File: src/rtl/rtcc_defs.svh
`ifndef RTCC_DEFS_SVH
`define RTCC_DEFS_SVH

// Register indices on the data port
`define RTCC_IDX_RATE        7'h0A
`define RTCC_IDX_CTRL        7'h0B
`define RTCC_IDX_FLAGS       7'h0C
`define RTCC_IDX_VALID       7'h0D
`define RTCC_TIME_BYTES      10
`define RTCC_TIME_W          80

// Time and alarm byte positions
`define RTCC_B_SEC           0
`define RTCC_B_SEC_ALM       1
`define RTCC_B_MIN           2
`define RTCC_B_MIN_ALM       3
`define RTCC_B_HR            4
`define RTCC_B_HR_ALM        5
`define RTCC_B_DOW           6
`define RTCC_B_DATE          7
`define RTCC_B_MON           8

// Control register fields
`define RTCC_CTL_SET         7
`define RTCC_CTL_PIE         6
`define RTCC_CTL_AIE         5
`define RTCC_CTL_UIE         4
`define RTCC_CTL_HR24        1
`define RTCC_CTL_DSE         0

// Reset values of loose control state
`define RTCC_RS_RST          4'h0
`define RTCC_DV_RST          3'h2
`define RTCC_PIN_RST         3'h2

// Prescaler codes and their shift above the 32.768 kHz chain
`define RTCC_DV_4M           3'h0
`define RTCC_DV_1M           3'h1
`define RTCC_DV_32K          3'h2
`define RTCC_SHIFT_4M        5'h07
`define RTCC_SHIFT_1M        5'h05
`define RTCC_SHIFT_32K       5'h00
`define RTCC_SEC_BITS        5'h0F
`define RTCC_SLOW_RS_ADD     4'h7
`define RTCC_DIV_W           22

// Timing
`define RTCC_TBASE_HZ        32768
`define RTCC_UIP_LEAD_US     244
`define RTCC_UIP_LEAD_TICKS  ((`RTCC_UIP_LEAD_US * `RTCC_TBASE_HZ + 999999) / 1000000)
`define RTCC_CLK_MHZ         250
`define RTCC_UPD_US          2000
`define RTCC_UPD_CYCLES      (`RTCC_UPD_US * `RTCC_CLK_MHZ)
`define RTCC_UPD_CNT_W       20

`endif

File: src/rtl/rtcc_pkg.sv
package rtcc_pkg;
	typedef enum logic {RTCC_IDLE, RTCC_BUSY} rtcc_upd_state_t;
	typedef logic [7:0] rtcc_byte_t;
endpackage

File: src/rtl/rtcc_mem_if.sv
`timescale 1ns/1ps
`include "rtcc_defs.svh"
interface rtcc_mem_if;
	logic [3:0]              host_addr;
	logic                    host_we;
	logic [7:0]              host_wdata;
	logic [7:0]              host_rdata;
	logic                    upd_we;
	logic [`RTCC_TIME_W-1:0] upd_bytes;
	logic [`RTCC_TIME_W-1:0] bytes;
	modport ctl (output host_addr, host_we, host_wdata, upd_we, upd_bytes, input host_rdata, bytes);
	modport mem (input host_addr, host_we, host_wdata, upd_we, upd_bytes, output host_rdata, bytes);
endinterface

File: src/rtl/rtcc_ctrl.sv
`timescale 1ns/1ps
`include "rtcc_defs.svh"
module rtcc_ctrl
	import rtcc_pkg::*;
#(
	parameter int unsigned UPDATE_CYCLES = `RTCC_UPD_CYCLES
) (
	// Clock and reset
	input  wire logic       CORE_CLK,
	input  wire logic       RST_N,
	// Pins from outside
	input  wire logic       OSCILLATOR_INPUT,
	input  wire logic       POWER_SENSE_RESET_N,
	input  wire logic       SECONDARY_RESET,
	// Host index/data port
	input  wire logic       HOST_INDEX_WR,
	input  wire logic       HOST_DATA_WR,
	input  wire logic       HOST_DATA_RD,
	input  wire logic [7:0] HOST_WDATA,
	output logic      [7:0] HOST_RDATA,
	output logic            HOST_RDATA_VALID,
	// Clock interrupt request
	output logic            CLK_IRQ
);
	localparam logic [`RTCC_UPD_CNT_W-1:0] UPD_LAST = `RTCC_UPD_CNT_W'(UPDATE_CYCLES - 1);
	localparam logic [2:0]                 PIN_RST  = `RTCC_PIN_RST;

	// Shift of the chosen base above the 32.768 kHz chain
	function automatic logic [4:0] base_shift(input logic [2:0] dv);
		case (dv)
			`RTCC_DV_4M: base_shift = `RTCC_SHIFT_4M;
			`RTCC_DV_1M: base_shift = `RTCC_SHIFT_1M;
			default:     base_shift = `RTCC_SHIFT_32K;
		endcase
	endfunction

	function automatic logic [`RTCC_DIV_W-1:0] low_mask(input logic [4:0] k);
		low_mask = (`RTCC_DIV_W'(1) << k) - `RTCC_DIV_W'(1);
	endfunction

	// BCD increment with wrap at top; msb says wrapped
	function automatic logic [8:0] bcd_step(input logic [7:0] v, input logic [7:0] top);
		if (v >= top)
			bcd_step = {1'b1, 8'h00};
		else if (v[3:0] >= 4'h9)
			bcd_step = {1'b0, v[7:4] + 4'h1, 4'h0};
		else
			bcd_step = {1'b0, v + 8'h01};
	endfunction

	function automatic logic alm_match(input logic [7:0] t, input logic [7:0] a);
		alm_match = (a[7:6] == 2'b11) || (a == t);
	endfunction

	// Pin synchronisers; a level counts once stages two and three agree
	logic [2:0] pin_in;
	logic [2:0] s1_r, s2_r, s3_r, lvl_r;
	assign pin_in = {SECONDARY_RESET, POWER_SENSE_RESET_N, OSCILLATOR_INPUT};
	genvar g;
	generate
		for (g = 0; g < 3; g++) begin : g_sync
			always_ff @(posedge CORE_CLK or negedge RST_N) begin
				if (!RST_N) begin
					s1_r[g]  <= PIN_RST[g];
					s2_r[g]  <= PIN_RST[g];
					s3_r[g]  <= PIN_RST[g];
					lvl_r[g] <= PIN_RST[g];
				end else begin
					s1_r[g] <= pin_in[g];
					s2_r[g] <= s1_r[g];
					s3_r[g] <= s2_r[g];
					if (s2_r[g] == s3_r[g])
						lvl_r[g] <= s3_r[g];
				end
			end
		end
	endgenerate

	logic osc_prev_r;
	logic osc_rise, psr_low, sec_rst;
	always_ff @(posedge CORE_CLK or negedge RST_N) begin
		if (!RST_N)
			osc_prev_r <= 1'b0;
		else
			osc_prev_r <= lvl_r[0];
	end
	assign osc_rise = lvl_r[0] & ~osc_prev_r;
	assign psr_low  = ~lvl_r[1];
	assign sec_rst  = lvl_r[2];

	// Host strobes decoded against the held index
	logic [6:0] idx_r;
	logic       rate_wr, ctl_wr, flag_rd, valid_rd, set_wr;
	always_ff @(posedge CORE_CLK or negedge RST_N) begin
		if (!RST_N)
			idx_r <= 7'h00;
		else if (HOST_INDEX_WR)
			idx_r <= HOST_WDATA[6:0];
	end
	assign rate_wr  = HOST_DATA_WR && idx_r == `RTCC_IDX_RATE;
	assign ctl_wr   = HOST_DATA_WR && idx_r == `RTCC_IDX_CTRL;
	assign flag_rd  = HOST_DATA_RD && idx_r == `RTCC_IDX_FLAGS;
	assign valid_rd = HOST_DATA_RD && idx_r == `RTCC_IDX_VALID;
	assign set_wr   = ctl_wr && HOST_WDATA[`RTCC_CTL_SET];

	// Rate and prescaler select, untouched by either reset pin
	logic [3:0] rs_r;
	logic [2:0] dv_r;
	always_ff @(posedge CORE_CLK or negedge RST_N) begin
		if (!RST_N) begin
			rs_r <= `RTCC_RS_RST;
			dv_r <= `RTCC_DV_RST;
		end else if (rate_wr) begin
			rs_r <= HOST_WDATA[3:0];
			dv_r <= HOST_WDATA[6:4];
		end
	end

	// Control bits kept through the reset pins
	logic set_r, hr24_r, dse_r;
	always_ff @(posedge CORE_CLK or negedge RST_N) begin
		if (!RST_N) begin
			set_r  <= 1'b0;
			hr24_r <= 1'b0;
			dse_r  <= 1'b0;
		end else if (ctl_wr) begin
			set_r  <= HOST_WDATA[`RTCC_CTL_SET];
			hr24_r <= HOST_WDATA[`RTCC_CTL_HR24];
			dse_r  <= HOST_WDATA[`RTCC_CTL_DSE];
		end
	end

	// Interrupt enables with their reset behaviour
	logic pie_r, aie_r, uie_r;
	always_ff @(posedge CORE_CLK or negedge RST_N) begin
		if (!RST_N) begin
			pie_r <= 1'b0;
			aie_r <= 1'b0;
			uie_r <= 1'b0;
		end else begin
			if (psr_low || sec_rst)
				pie_r <= 1'b0;
			else if (ctl_wr)
				pie_r <= HOST_WDATA[`RTCC_CTL_PIE];
			if (psr_low)
				aie_r <= 1'b0;
			else if (ctl_wr)
				aie_r <= HOST_WDATA[`RTCC_CTL_AIE];
			if (psr_low || (set_wr && !set_r))
				uie_r <= 1'b0;
			else if (ctl_wr)
				uie_r <= HOST_WDATA[`RTCC_CTL_UIE];
		end
	end

	// Divider chain counting oscillator edges; 11X and unlisted codes hold it at zero
	logic                   div_run;
	logic [4:0]             shift, rate_k, sec_k;
	logic [`RTCC_DIV_W-1:0] div_r, div_nxt, remain;
	logic                   per_evt, sec_evt, in_lead;
	assign div_run = dv_r == `RTCC_DV_4M || dv_r == `RTCC_DV_1M || dv_r == `RTCC_DV_32K;
	assign shift   = base_shift(dv_r);
	always_ff @(posedge CORE_CLK or negedge RST_N) begin
		if (!RST_N)
			div_r <= '0;
		else if (!div_run)
			div_r <= '0;
		else if (osc_rise)
			div_r <= div_nxt;
	end
	assign div_nxt = div_r + `RTCC_DIV_W'(1);

	// Periodic tap: slow base moves codes one and two up the chain
	always_comb begin
		if (rs_r == 4'h0)
			rate_k = 5'h00;
		else if (dv_r == `RTCC_DV_32K && rs_r < 4'h3)
			rate_k = {1'b0, rs_r + `RTCC_SLOW_RS_ADD} - 5'h01 + shift;
		else
			rate_k = {1'b0, rs_r} - 5'h01 + shift;
	end
	assign per_evt = div_run && osc_rise && rate_k != 5'h00 && (div_nxt & low_mask(rate_k)) == '0;
	assign sec_k   = `RTCC_SEC_BITS + shift;
	assign sec_evt = div_run && osc_rise && (div_nxt & low_mask(sec_k)) == '0;
	assign remain  = low_mask(sec_k) - (div_r & low_mask(sec_k)) + `RTCC_DIV_W'(1);
	assign in_lead = div_run && remain <= (`RTCC_DIV_W'(`RTCC_UIP_LEAD_TICKS) << shift);

	// Update cycle sequencer
	rtcc_upd_state_t             state_r;
	logic [`RTCC_UPD_CNT_W-1:0]  upd_cnt_r;
	logic                        upd_ok, upd_start, upd_end;
	assign upd_ok    = div_run && !set_r;
	assign upd_start = state_r == RTCC_IDLE && sec_evt && upd_ok;
	assign upd_end   = state_r == RTCC_BUSY && !set_r && upd_cnt_r == UPD_LAST;
	always_ff @(posedge CORE_CLK or negedge RST_N) begin
		if (!RST_N) begin
			state_r   <= RTCC_IDLE;
			upd_cnt_r <= '0;
		end else begin
			unique case (state_r)
				RTCC_IDLE: begin
					upd_cnt_r <= '0;
					if (upd_start)
						state_r <= RTCC_BUSY;
				end
				RTCC_BUSY: begin
					upd_cnt_r <= upd_cnt_r + `RTCC_UPD_CNT_W'(1);
					if (set_r || upd_end)
						state_r <= RTCC_IDLE;
				end
			endcase
		end
	end

	// Progress bit: lead window plus busy, cleared by an inhibit write
	logic uip_r;
	always_ff @(posedge CORE_CLK or negedge RST_N) begin
		if (!RST_N)
			uip_r <= 1'b0;
		else
			uip_r <= !set_wr && upd_ok && (in_lead || (state_r == RTCC_BUSY && !upd_end));
	end

	// Next time of day, including daylight saving exceptions
	rtcc_mem_if mif ();
	rtcc_byte_t                 t_sec, t_min, t_hr, t_dow, t_date, t_mon;
	logic [8:0]                 sec_s, min_s, hr_s, dow_s, hr12_s;
	logic                       at_159, spring, fall, dst_back_r;
	logic [`RTCC_TIME_W-1:0]    new_time;
	assign t_sec  = mif.bytes[`RTCC_B_SEC*8 +: 8];
	assign t_min  = mif.bytes[`RTCC_B_MIN*8 +: 8];
	assign t_hr   = mif.bytes[`RTCC_B_HR*8 +: 8];
	assign t_dow  = mif.bytes[`RTCC_B_DOW*8 +: 8];
	assign t_date = mif.bytes[`RTCC_B_DATE*8 +: 8];
	assign t_mon  = mif.bytes[`RTCC_B_MON*8 +: 8];
	assign at_159 = dse_r && t_sec == 8'h59 && t_min == 8'h59 && t_hr == 8'h01 && t_dow == 8'h01 && t_date >= 8'h25;
	assign spring = at_159 && t_mon == 8'h04;
	assign fall   = at_159 && t_mon == 8'h10 && !dst_back_r;
	always_comb begin
		hr12_s = bcd_step({1'b0, t_hr[6:0]}, 8'h99);
		sec_s = bcd_step(t_sec, 8'h59);
		min_s = bcd_step(t_min, 8'h59);
		dow_s = bcd_step(t_dow, 8'h07);
		if (hr24_r)
			hr_s = bcd_step(t_hr, 8'h23);
		else if (t_hr[6:0] == 7'h11)
			hr_s = {t_hr[7], ~t_hr[7], 7'h12};
		else if (t_hr[6:0] >= 7'h12)
			hr_s = {1'b0, t_hr[7], 7'h01};
		else
			hr_s = {1'b0, t_hr[7], hr12_s[6:0]};
		new_time = mif.bytes;
		new_time[`RTCC_B_SEC*8 +: 8] = sec_s[7:0];
		if (sec_s[8]) begin
			new_time[`RTCC_B_MIN*8 +: 8] = min_s[7:0];
			if (min_s[8]) begin
				new_time[`RTCC_B_HR*8 +: 8] = spring ? 8'h03 : fall ? 8'h01 : hr_s[7:0];
				if (hr_s[8] && !spring && !fall)
					new_time[`RTCC_B_DOW*8 +: 8] = dow_s[8] ? 8'h01 : dow_s[7:0];
			end
		end
	end

	// One fall-back per October night
	always_ff @(posedge CORE_CLK or negedge RST_N) begin
		if (!RST_N)
			dst_back_r <= 1'b0;
		else if (upd_start && fall)
			dst_back_r <= 1'b1;
		else if (upd_start && new_time[`RTCC_B_HR*8 +: 8] == 8'h02)
			dst_back_r <= 1'b0;
	end

	// Alarm comparison on the freshly updated time
	logic alarm_hit;
	assign alarm_hit = alm_match(new_time[`RTCC_B_SEC*8 +: 8], mif.bytes[`RTCC_B_SEC_ALM*8 +: 8])
		&& alm_match(new_time[`RTCC_B_MIN*8 +: 8], mif.bytes[`RTCC_B_MIN_ALM*8 +: 8])
		&& alm_match(new_time[`RTCC_B_HR*8 +: 8], mif.bytes[`RTCC_B_HR_ALM*8 +: 8]);

	// Storage port; time bytes closed to the host while busy
	logic blocked;
	assign blocked        = state_r == RTCC_BUSY && idx_r < 7'(`RTCC_TIME_BYTES);
	assign mif.host_addr  = idx_r[3:0];
	assign mif.host_we    = HOST_DATA_WR && idx_r < 7'(`RTCC_TIME_BYTES) && !blocked;
	assign mif.host_wdata = HOST_WDATA;
	assign mif.upd_we     = upd_start;
	assign mif.upd_bytes  = new_time;
	rtcc_time_mem u_mem (
		.clk   (CORE_CLK),
		.rst_n (RST_N),
		.mif   (mif)
	);

	// Event flags; a set in the clearing cycle survives
	logic pf_r, af_r, uf_r, summary_irq_flag;
	always_ff @(posedge CORE_CLK or negedge RST_N) begin
		if (!RST_N) begin
			pf_r <= 1'b0;
			af_r <= 1'b0;
			uf_r <= 1'b0;
		end else if (psr_low) begin
			pf_r <= 1'b0;
			af_r <= 1'b0;
			uf_r <= 1'b0;
		end else begin
			pf_r <= per_evt || (pf_r && !flag_rd);
			af_r <= (upd_start && alarm_hit) || (af_r && !flag_rd);
			uf_r <= upd_end || (uf_r && !flag_rd);
		end
	end
	assign summary_irq_flag = (pf_r && pie_r) || (af_r && aie_r) || (uf_r && uie_r);

	// Validity bit
	logic vrt_r;
	always_ff @(posedge CORE_CLK or negedge RST_N) begin
		if (!RST_N)
			vrt_r <= 1'b0;
		else if (psr_low)
			vrt_r <= 1'b0;
		else if (valid_rd)
			vrt_r <= 1'b1;
	end

	// Read path: value picked at the strobe, returned one edge later
	logic       rd1_r, rmem_r;
	rtcc_byte_t rval_r;
	always_ff @(posedge CORE_CLK or negedge RST_N) begin
		if (!RST_N) begin
			rd1_r            <= 1'b0;
			rmem_r           <= 1'b0;
			rval_r           <= 8'h00;
			HOST_RDATA       <= 8'h00;
			HOST_RDATA_VALID <= 1'b0;
		end else begin
			rd1_r  <= HOST_DATA_RD;
			rmem_r <= idx_r < 7'(`RTCC_TIME_BYTES) && !blocked;
			unique case (idx_r)
				`RTCC_IDX_RATE:  rval_r <= {uip_r, dv_r, rs_r};
				`RTCC_IDX_CTRL:  rval_r <= {set_r, pie_r, aie_r, uie_r, 2'b00, hr24_r, dse_r};
				`RTCC_IDX_FLAGS: rval_r <= {summary_irq_flag, pf_r, af_r, uf_r, 4'h0};
				`RTCC_IDX_VALID: rval_r <= {vrt_r, 7'h00};
				default:         rval_r <= 8'h00;
			endcase
			if (rd1_r)
				HOST_RDATA <= rmem_r ? mif.host_rdata : rval_r; // Holds until the next answer
			HOST_RDATA_VALID <= rd1_r;
		end
	end

	// Single request output
	always_ff @(posedge CORE_CLK or negedge RST_N) begin
		if (!RST_N)
			CLK_IRQ <= 1'b0;
		else
			CLK_IRQ <= summary_irq_flag;
	end
endmodule

File: src/rtl/rtcc_time_mem.sv
`timescale 1ns/1ps
`include "rtcc_defs.svh"
module rtcc_time_mem
	import rtcc_pkg::*;
(
	// Clock and reset
	input wire logic clk,
	input wire logic rst_n,
	// Storage port
	rtcc_mem_if.mem  mif
);
	rtcc_byte_t mem_r [0:`RTCC_TIME_BYTES-1];

	// One register per byte, update write wins over host write
	genvar i;
	generate
		for (i = 0; i < `RTCC_TIME_BYTES; i++) begin : g_byte
			always_ff @(posedge clk or negedge rst_n) begin
				if (!rst_n) begin
					mem_r[i] <= 8'h00;
				end else if (mif.upd_we) begin
					mem_r[i] <= mif.upd_bytes[i*8 +: 8];
				end else if (mif.host_we && mif.host_addr == 4'(i)) begin
					mem_r[i] <= (i == `RTCC_B_SEC) ? {1'b0, mif.host_wdata[6:0]} : mif.host_wdata;
				end
			end
			assign mif.bytes[i*8 +: 8] = mem_r[i];
		end
	endgenerate

	// Registered read
	always_ff @(posedge clk or negedge rst_n) begin
		if (!rst_n) begin
			mif.host_rdata <= 8'h00;
		end else if (mif.host_addr < 4'(`RTCC_TIME_BYTES)) begin
			mif.host_rdata <= mem_r[mif.host_addr];
		end else begin
			mif.host_rdata <= 8'h00;
		end
	end
endmodule

File: config.mk
export PLATFORM = sky130hd
export DESIGN_NAME = rtcc_ctrl
export DESIGN_NICKNAME = d
export VERILOG_FILES = /design/src/rtl/rtcc_pkg.sv /design/src/rtl/rtcc_mem_if.sv /design/src/rtl/rtcc_ctrl.sv /design/src/rtl/rtcc_time_mem.sv
export VERILOG_INCLUDE_DIRS = /design/src /design/src/rtl
export SDC_FILE = /design/constraint.sdc
export NUM_CORES = 1
export LEC_CHECK = 0
export ABC_AREA = 0
export BUFFER_PORTS_ARGS = -buffer_cell sky130_fd_sc_hd__buf_2
export CAP_MARGIN = 20
export CORE_MARGIN = 5
export CORE_UTILIZATION = 30
export DETAILED_ROUTE_END_ITERATION = 12
export PLACE_DENSITY = 0.51
export SYNTH_ARGS = -nofsm -noshare
export SYNTH_HDL_FRONTEND = slang
export SYNTH_HIERARCHICAL = 1
export SYNTH_SLANG_ARGS = --single-unit
File: constraint.sdc
create_clock -name CORE_CLK -period 11.5 [get_ports CORE_CLK]
set_input_delay 0.575 -clock CORE_CLK [delete_from_list [all_inputs] [get_ports CORE_CLK]]
set_output_delay 0.575 -clock CORE_CLK [all_outputs]
set_load 0.02 [all_outputs]
==> flow_summary.yaml, run 1 <==
synthesis:
  synth_top_flop_cell: "dfrtp_1"
  avgSynthCellArea_um2: 8.84
  synthTopCellsByCount: "nand2_1, dfrtp_1, nor2_1"
  ys_types: 101
  synth_edf_count: 0
  yosys.area.top_type: "dfrtp_1"
  ys_seq_area_share_pct: 33.5
  synth_seq_cells: 190
  ys_warn_count: 6
  syn-cell-area_mm2: 0.0142
  synthTopCellsByArea: "dfrtp_1, ha_1, nand2_1"
  syn_inst: 1609
  async_reset_ff_share_pct: 100
  synth_most_common_cell: "nand2_1"
  yosysTopAreaCellShare_pct: 32.5
die:
  core_area_mm2: 0.0468
  ioPinCount: 26
  start_util_pct: 30.4
  dieWidth_um: 228
  die_area_mm2: 0.0519
  die_height_um: 228
  rows: 79
cts:
  clock_latency_ps: 460
  postCtsHoldBufs: 0
  postCtsSetupBuffers: 0
  cts.clk_slew.worst_paths_ps: 80
  cts_num_sinks: 190
  cts_resized: 0
  cts_tree: "built"
  htree_num_levels: 4
  clockBufferDepth: 2
  cts-root-buf: "clkbuf_16"
  cts_made_buffers: 17
critical_path:
  worstSetupEndpointType: "register"
  setup.worst_path.start_class: "register"
  reg2reg_from: "dv_r[2]$_DFFE_PN0P_"
  crit_type: "reg -> reg"
  timing.rr.end: "pf_r$_DFF_PN0_"
  arrival_ps: 5330
  reg2reg_slack_ps: 6530
  critPathMaxFanout: 13
  worstRegToRegCells: 20
  worst_ep_required_time_ps: 11860
detailed_routing:
  drc: 0
  postRouteAntennaNets: 0
  vias: 11800
  avgRoutedWirePerCell_um: 19.1
  via_per_inst: 5.37
  first_iter_violations: 922
  firstDrtPassIters: 5
  wirelength_um: 42200
final_layout:
  fill_cells: 4822
  final-seq-area_mm2: 0.00476
  multi_input_area_mm2: 0.00877
  num_antenna_cells: 0
  area_growth_pct: 8.81
  nets: 1689
  final_util_pct: 33.1
  drive_above_1_share_pct: 11.6
status:
  status: "completed"
timing:
  tightest_slew_ps: 992
  setup_slack_ps: 6530
  finalCritPeriodShare_pct: 43.2
  fmax_ghz: 0.201
  fin_tns_setup_ps: 0
  period_minus_slack_ps: 4970
  clock_skew_ps: 12.9
  rsz0062_at_grt: "false"
  finalHoldViolations: 0
  max_slew_margin_pct: 33.0
  maxSlewViolCount: 0
  finalSetupViolCount: 0
placement:
  gp_congestion: 0.878
  numPortBuffers: 25
  dp_hpwl_um: 30600
  dp_slack_ps: 6570
power_and_ir_drop:
  p_leak_nw: 6.73
  powerDensity_mw_per_mm2: 223
  power_w: 0.00345
  peakVddDrop_v: 0.0000812
grt:
  grt_usage_pct: 15.9
  grt_overflow_total: 0
  antenna_found_initial: 0
  grt_pass1_wl_um: 67100
  first_global_vias: 11500
  grt_max_degree: 72
hold_path:
  hold_class: "in -> async"
job:
  drv_cap: 0
-- state kept, by name, indices dropped and copies added, names as in the netlist, 4 cells and up --
register and count:
upd_cnt_r 20, HOST_RDATA 8, u_mem/mif.host_rdata 8, rs_r 4
rval_r 8, u_mem/mif.bytes 80, idx_r 7, div_r 22
-- layout make-up --
type,instances,area share [%]
clock inverters,15,1.38
flip-flops and latches,190,30.8
well taps,607,4.91
inverters,84,2.04
repair buffers,38,1.50
clock buffers,17,2.75
multi-input cells,1254,56.7
-- cell families (layout without fill, tap and decap cells) --
group           Yosys count  count (layout)  synth area share [%]
xor+xnor                 95              95                  5.85
fa+ha+maj                91              91                  8.11
other cells               2              10                0.0528
buf+inv                 173             154                  5.14
mux                     131             131                  9.88
simple gates            605             605                  21.3
compound gates          322             322                  16.2
flops                   190             190                  33.5
-- cells in the final DEF (no fill, tap or decap), types with 21 or more instances in the layout --
master / netlist / routed
buf_2: 11 / 24
nand4_1: 21 / 21
dfrtp_1: 185 / 184
xnor2_1: 68 / 68
and2_1: 24 / 24
ha_1: 85 / 85
mux2i_1: 56 / 56
nand3_1: 42 / 42
nand2_1: 218 / 218
nor3_1: 30 / 30
o21ai_0: 56 / 56
nand2b_1: 27 / 27
inv_1: 84 / 84
a21oi_1: 65 / 65
xor2_1: 27 / 27
nor2_1: 120 / 120
mux2_2: 72 / 72
-- worst max-delay path, stage by stage, from the launching register on --
cell,delay (ps)
dfrtp_1,550
or3_1,550
ha_1,340
inv_1,60
ha_1,190
inv_1,70
fa_1,410
xor2_1,300
and3_1,210
a311oi_1,60
buf_4,220
nor2_1,120
nand2_1,70
ha_1,270
inv_1,30
a2111oi_0,430
o21ai_0,160
a311oi_1,270
and4_1,220
nand4_1,130
o31ai_1,230
-- worst max path at each step --
stage,from,endpoint,slack [ps]
4_1_cts,dv_r[2]$_DFFE_PN0P_,pf_r$_DFF_PN0_,6520
6_report,dv_r[2]$_DFFE_PN0P_,pf_r$_DFF_PN0_,6530
5_1_grt,dv_r[2]$_DFFE_PN0P_,pf_r$_DFF_PN0_,6180
3_5_place_dp,dv_r[2]$_DFFE_PN0P_,pf_r$_DFF_PN0_,6570
2_1_floorplan,dv_r[1]$_DFFE_PN1P_,pf_r$_DFF_PN0_,7050
3_3_place_gp,dv_r[2]$_DFFE_PN0P_,pf_r$_DFF_PN0_,6590
-- per-layer routing --
| layer | wire, µm | GRT usage (%) | part of all wire, % | up-vias |
|---|---|---|---|---|
| met5 | 0 | 0 | 0 | - |
| met3 | 1550 | 2.02 | 3.7 | 48 |
| met4 | 976 | 4.95 | 2.3 | 0 |
| met2 | 18800 | 24.7 | 45 | 276 |
| li1 | - | - | - | 5677 |
| met1 | 20800 | 23.3 | 49 | 5831 |
-- report_power, final --
part | leakage, nW | switching, W | internal, W
combinational | 3.93 | 0.000995 | 0.000725
clock | 0.311 | 0.000320 | 0.000321
sequential | 2.49 | 0.000266 | 0.000820
total | 6.73 | 0.00158 | 0.00186
-- stage by stage --
| step | instance area [µm²] | hold WS, ps | cells |
|---|---|---|---|
| after global placement | 14800 | 345 | 2173 |
| after global routing | 15500 | 148 | 2205 |
| after floorplan | 14300 | 279 | 1617 |
| after detailed placement | 14800 | 346 | 2173 |
| after CTS | 15500 | 137 | 2205 |
| final | 15500 | 92.9 | 2205 |
Power figures use the tool's default switching activity.
==> inputs of run 2 (changes only) <==
Clock period 11.5 ns to 4.95 ns, I/O delays scaled along.
==> flow_summary.yaml, run 2 (synthesis gave the netlist of run 1 again) <==
final_layout:
  layout_commonest_cell: "nand2_1"
  nets: 1709
  num_antenna_cells: 0
  final_cell_mix: "nand2_1, dfrtp_1, nor2_1, ha_1, inv_1"
  fin_area_mm2: 0.0157
  drive_above_1_share_pct: 12.4
  largest_reg_flops: 80
  fill_cells: 4859
  area_growth_pct: 10.0
detailed_routing:
  via_per_inst: 5.33
  firstDrtPassIters: 7
  avgRoutedWirePerCell_um: 19.2
  postRouteAntennaNets: 0
  wirelength_um: 42600
  first_iter_violations: 1028
  vias: 11900
  drc: 0
die:
  core_area_mm2: 0.0468
  die_area_mm2: 0.0519
  dieWidth_um: 228
  die_height_um: 228
  ioPinCount: 26
  start_util_pct: 30.4
  rows: 79
placement:
  dp_hpwl_um: 31100
  numPortBuffers: 25
  gp_congestion: 0.865
  place_area_mm2: 0.0150
timing:
  fmax_ghz: 0.220
  tightest_slew_ps: 1010
  finalCritPeriodShare_pct: 91.7
  fin_tns_setup_ps: 0
  period_minus_slack_ps: 4540
  maxSlewViolCount: 0
  finalSetupViolCount: 0
  rsz0062_at_grt: "false"
  clock_skew_ps: 20.6
  finalHoldViolations: 0
  max_slew_margin_pct: 32.0
cts:
  cts-root-buf: "clkbuf_16"
  htree_num_levels: 4
  cts_tree: "built"
  clockBufferDepth: 2
  clock_latency_ps: 470
  cts.clk_slew.worst_paths_ps: 90
  cts_num_sinks: 190
  cts_made_buffers: 17
job:
  drv_cap: 0
grt:
  grt_overflow_total: 0
  grt_max_degree: 103
  grt_pass1_wl_um: 68400
  antenna_found_initial: 0
  grt_usage_pct: 16.3
  first_global_vias: 11700
power_and_ir_drop:
  peakVddDrop_v: 0.000270
  p_leak_nw: 6.81
  powerDensity_mw_per_mm2: 511
critical_path:
  critPathMaxFanout: 12
  crit_type: "reg -> reg"
  arrival_ps: 4920
  setup.worst_path.start_class: "register"
  worst_ep_required_time_ps: 5330
  worstSetupEndpointType: "register"
status:
  status: "completed"
hold_path:
  hold_class: "in -> reg"
[run 2: final cells by class]
| cell class | instances | area, µm² | area share (%) |
|---|---|---|---|
| multi-input combinational | 1254 | 8780 | 56.1 |
| sequential | 190 | 4760 | 30.4 |
| tap | 607 | 759 | 4.85 |
| timing repair buffer | 58 | 432 | 2.76 |
| clock buffer | 17 | 425 | 2.72 |
| inverter | 84 | 315 | 2.01 |
| clock inverter | 15 | 178 | 1.14 |
[run 2: path summary, 6_finish.rpt]
| check | cells after the start | from | slack (ps) | endpoint |
|---|---|---|---|---|
| max in group asynchronous | 3 | RST_N | 3260 | u_mem/mif.bytes[6]$_DFFE_PN0P_ |
| min | 2 | HOST_WDATA[3] | 80 | idx_r[3]$_DFFE_PN0P_ |
| min in group asynchronous | 2 | RST_N | 390 | div_r[3]$_DFFE_PN0P_ |
| max | 18 | dv_r[2]$_DFFE_PN0P_ | 410 | pf_r$_DFF_PN0_ |
| max reg2reg | 18 | dv_r[2]$_DFFE_PN0P_ | 410 | pf_r$_DFF_PN0_ |
| min reg2reg | 0 | s1_r[1]$_DFF_PN1_ | 360 | s2_r[1]$_DFF_PN1_ |
[run 2: metrics by stage]
step                      hold WS, ps  instances  util [%]  setup slack, ps  total power [W]
after detailed placement          346       2188      32.1              442          0.00652
final                            82.1       2225      33.5              409          0.00800
after CTS                        45.9       2225      33.5              412          0.00800
after floorplan                 -48.1       1617         -              505          0.00534
after global routing             45.7       2225      33.5             31.3          0.00863
after global placement            342       2188      32.1              541          0.00649
[run 2: where the power goes]
| group | switching (W) | internal, W | leakage, nW |
|---|---|---|---|
| registers | 0.000599 | 0.00190 | 2.49 |
| logic | 0.00235 | 0.00172 | 4.03 |
| clock network | 0.000743 | 0.000688 | 0.291 |
| total | 0.00369 | 0.00431 | 6.81 |
[run 2: critical path: stages (launching register included)]
cell and delay (ps):
dfrtp_1 530, or3_1 510, ha_1 340, inv_1 60, ha_1 160, inv_1 60, fa_1 410, xor2_1 340
a311oi_2 200, nor2_1 150, nand2_1 70, ha_1 280, inv_1 50, a2111oi_0 370, o21ai_0 150, a311oi_1 270
and4_1 220, nand4_1 100, o31ai_1 200
[run 2: what timing repair did]
action                                 CTS  global route
hold buffers                             5             0
endpoints found under the hold margin  103             0
setup buffers                            0             0
setup endpoints to repair                0             1
gates resized for setup                  0             1
[run 2: routing by layer]
layer | up-vias | wire length (µm) | share of wire, % | GRT usage [%]
li1 | 5718 | - | - | -
met1 | 5828 | 20400 | 48 | 22.9
met2 | 266 | 19700 | 46 | 26.1
met3 | 42 | 1770 | 4.2 | 2.89
met4 | 0 | 785 | 1.8 | 3.86
met5 | - | 0 | 0 | 0
==> inputs of run 3 (changes only) <==
Settings changed: CORE_UTILIZATION 30 to 50, GPL_TIMING_DRIVEN set to 0, PLACE_DENSITY 0.51 to 0.73.
==> flow_summary.yaml, run 3 (synthesis gave the netlist of run 1 again) <==
die:
  die_area_mm2: 0.0319
  ioPinCount: 26
  start_util_pct: 50.9
  dieWidth_um: 179
  rows: 61
  core_area_mm2: 0.0279
  die_height_um: 179
timing:
  hold_ws_ps: 92.2
  clock_skew_ps: 19.3
  finalSetupViolCount: 0
  finalHoldViolations: 0
  rsz0062_at_grt: "false"
  maxSlewViolCount: 0
  max_slew_margin_pct: 37.2
  tightest_slew_ps: 943
  setup_slack_ps: 315
  fmax_ghz: 0.216
  period_minus_slack_ps: 4640
  finalCritPeriodShare_pct: 93.6
job:
  drv_cap: 0
power_and_ir_drop:
  peakVddDrop_v: 0.000301
  powerDensity_mw_per_mm2: 509
  p_leak_nw: 6.91
  power_w: 0.00797
cts:
  htree_num_levels: 4
  cts_num_sinks: 190
  clock_latency_ps: 450
  cts_made_buffers: 17
  clockBufferDepth: 2
  cts.clk_slew.worst_paths_ps: 80
  cts_tree: "built"
  cts-root-buf: "clkbuf_16"
critical_path:
  worstSetupEndpointType: "register"
  crit_type: "reg -> reg"
  arrival_ps: 4990
  worst_ep_required_time_ps: 5300
  worstRegToRegCells: 19
  setup.worst_path.start_class: "register"
  critPathMaxFanout: 10
placement:
  place_area_mm2: 0.0149
  gp_congestion: 0.941
  dp_hpwl_um: 29600
  numPortBuffers: 24
  placed_cells: 2022
  dp_slack_ps: -504
final_layout:
  final-seq-area_mm2: 0.00476
  drive_above_1_share_pct: 12.8
  area_growth_pct: 10.1
  fill_cells: 2573
  multi_input_area_mm2: 0.00884
  instances_no_fill: 2059
  nets: 1772
  fin_area_mm2: 0.0157
  num_antenna_cells: 0
  largest_reg_flops: 80
  final_cell_mix: "nand2_1, dfrtp_1, nor2_1, ha_1, inv_1"
  layout_commonest_cell: "nand2_1"
detailed_routing:
  via_per_inst: 5.96
  firstDrtPassIters: 5
  avgRoutedWirePerCell_um: 19.3
  postRouteAntennaNets: 0
  drc: 0
  first_iter_violations: 1187
  wirelength_um: 39700
  vias: 12300
grt:
  first_global_vias: 11700
  grt_pass1_wl_um: 63700
  grt_usage_pct: 25.2
  grt_overflow_total: 0
  grt_max_degree: 119
  antenna_found_initial: 0
status:
  status: "completed"
hold_path:
  hold_class: "in -> reg"
  holdPathStages: 2
==> run 3: layout make-up <==
type,instances,area share [%]
Multi-Input combinational cell,1254,56.5
Sequential cell,190,30.4
Tap cell,378,3.02
Clock buffer,17,2.72
Buffer,87,2.68
Inverter,84,2.01
Timing Repair Buffer,34,1.50
Clock inverter,15,1.15
==> run 3: metal layers <==
layer / global-route usage, % / part of all wire (%)
met5: 0 / 0
met4: 10.6 / 4.2
met3: 3.48 / 4.9
met2: 41.8 / 48
met1: 33.0 / 43
==> run 3: critical path: stages, from the launching register on <==
cell,delay [ps]
dfrtp_2,520
or3_4,450
ha_1,300
inv_1,60
ha_1,160
inv_1,50
fa_1,440
xor2_2,330
a311oi_4,170
buf_6,180
nor2_1,140
nand2_1,90
ha_1,310
inv_1,50
a2111oi_2,360
o21ai_0,140
a311oi_1,240
and4_1,230
nand4_1,140
o31ai_1,210
==> run 3: worst paths after layout <==
path	start	end	slack, ps
setup / recovery	dv_r[0]$_DFFE_PN0P_	pf_r$_DFF_PN0_	310
hold / removal	HOST_WDATA[0]	rs_r[0]$_DFFE_PN0P_	90
setup reg to reg	dv_r[0]$_DFFE_PN0P_	pf_r$_DFF_PN0_	310
hold reg to reg	s1_r[2]$_DFF_PN0_	s2_r[2]$_DFF_PN0_	350
max in group asynchronous	RST_N	upd_cnt_r[7]$_DFF_PN0_	3630
min in group asynchronous	RST_N	HOST_RDATA[0]$_DFFE_PN0P_	450
==> run 3: metrics by stage <==
stage | util, % | setup TNS [ps]
2_1_floorplan | - | 0
3_3_place_gp | 53.2 | -53610
3_5_place_dp | 53.4 | -504
4_1_cts | 55.9 | 0
5_1_grt | 56.1 | 0
6_report | 56.1 | 0
==> run 3: power by group <==
| group | leakage [nW] | switching, W | internal (W) |
|---|---|---|---|
| combinational | 4.13 | 0.00237 | 0.00175 |
| clock | 0.298 | 0.000712 | 0.000691 |
| sequential | 2.48 | 0.000540 | 0.00190 |
==> run 3: repair_timing <==
item	4_1_cts	5_1_grt
hold endpoints to repair	116	0
buffers inserted	0	2
pin swaps	1	3
setup endpoints to repair	1	69
resized for setup	12	11
hold buffers	5	0
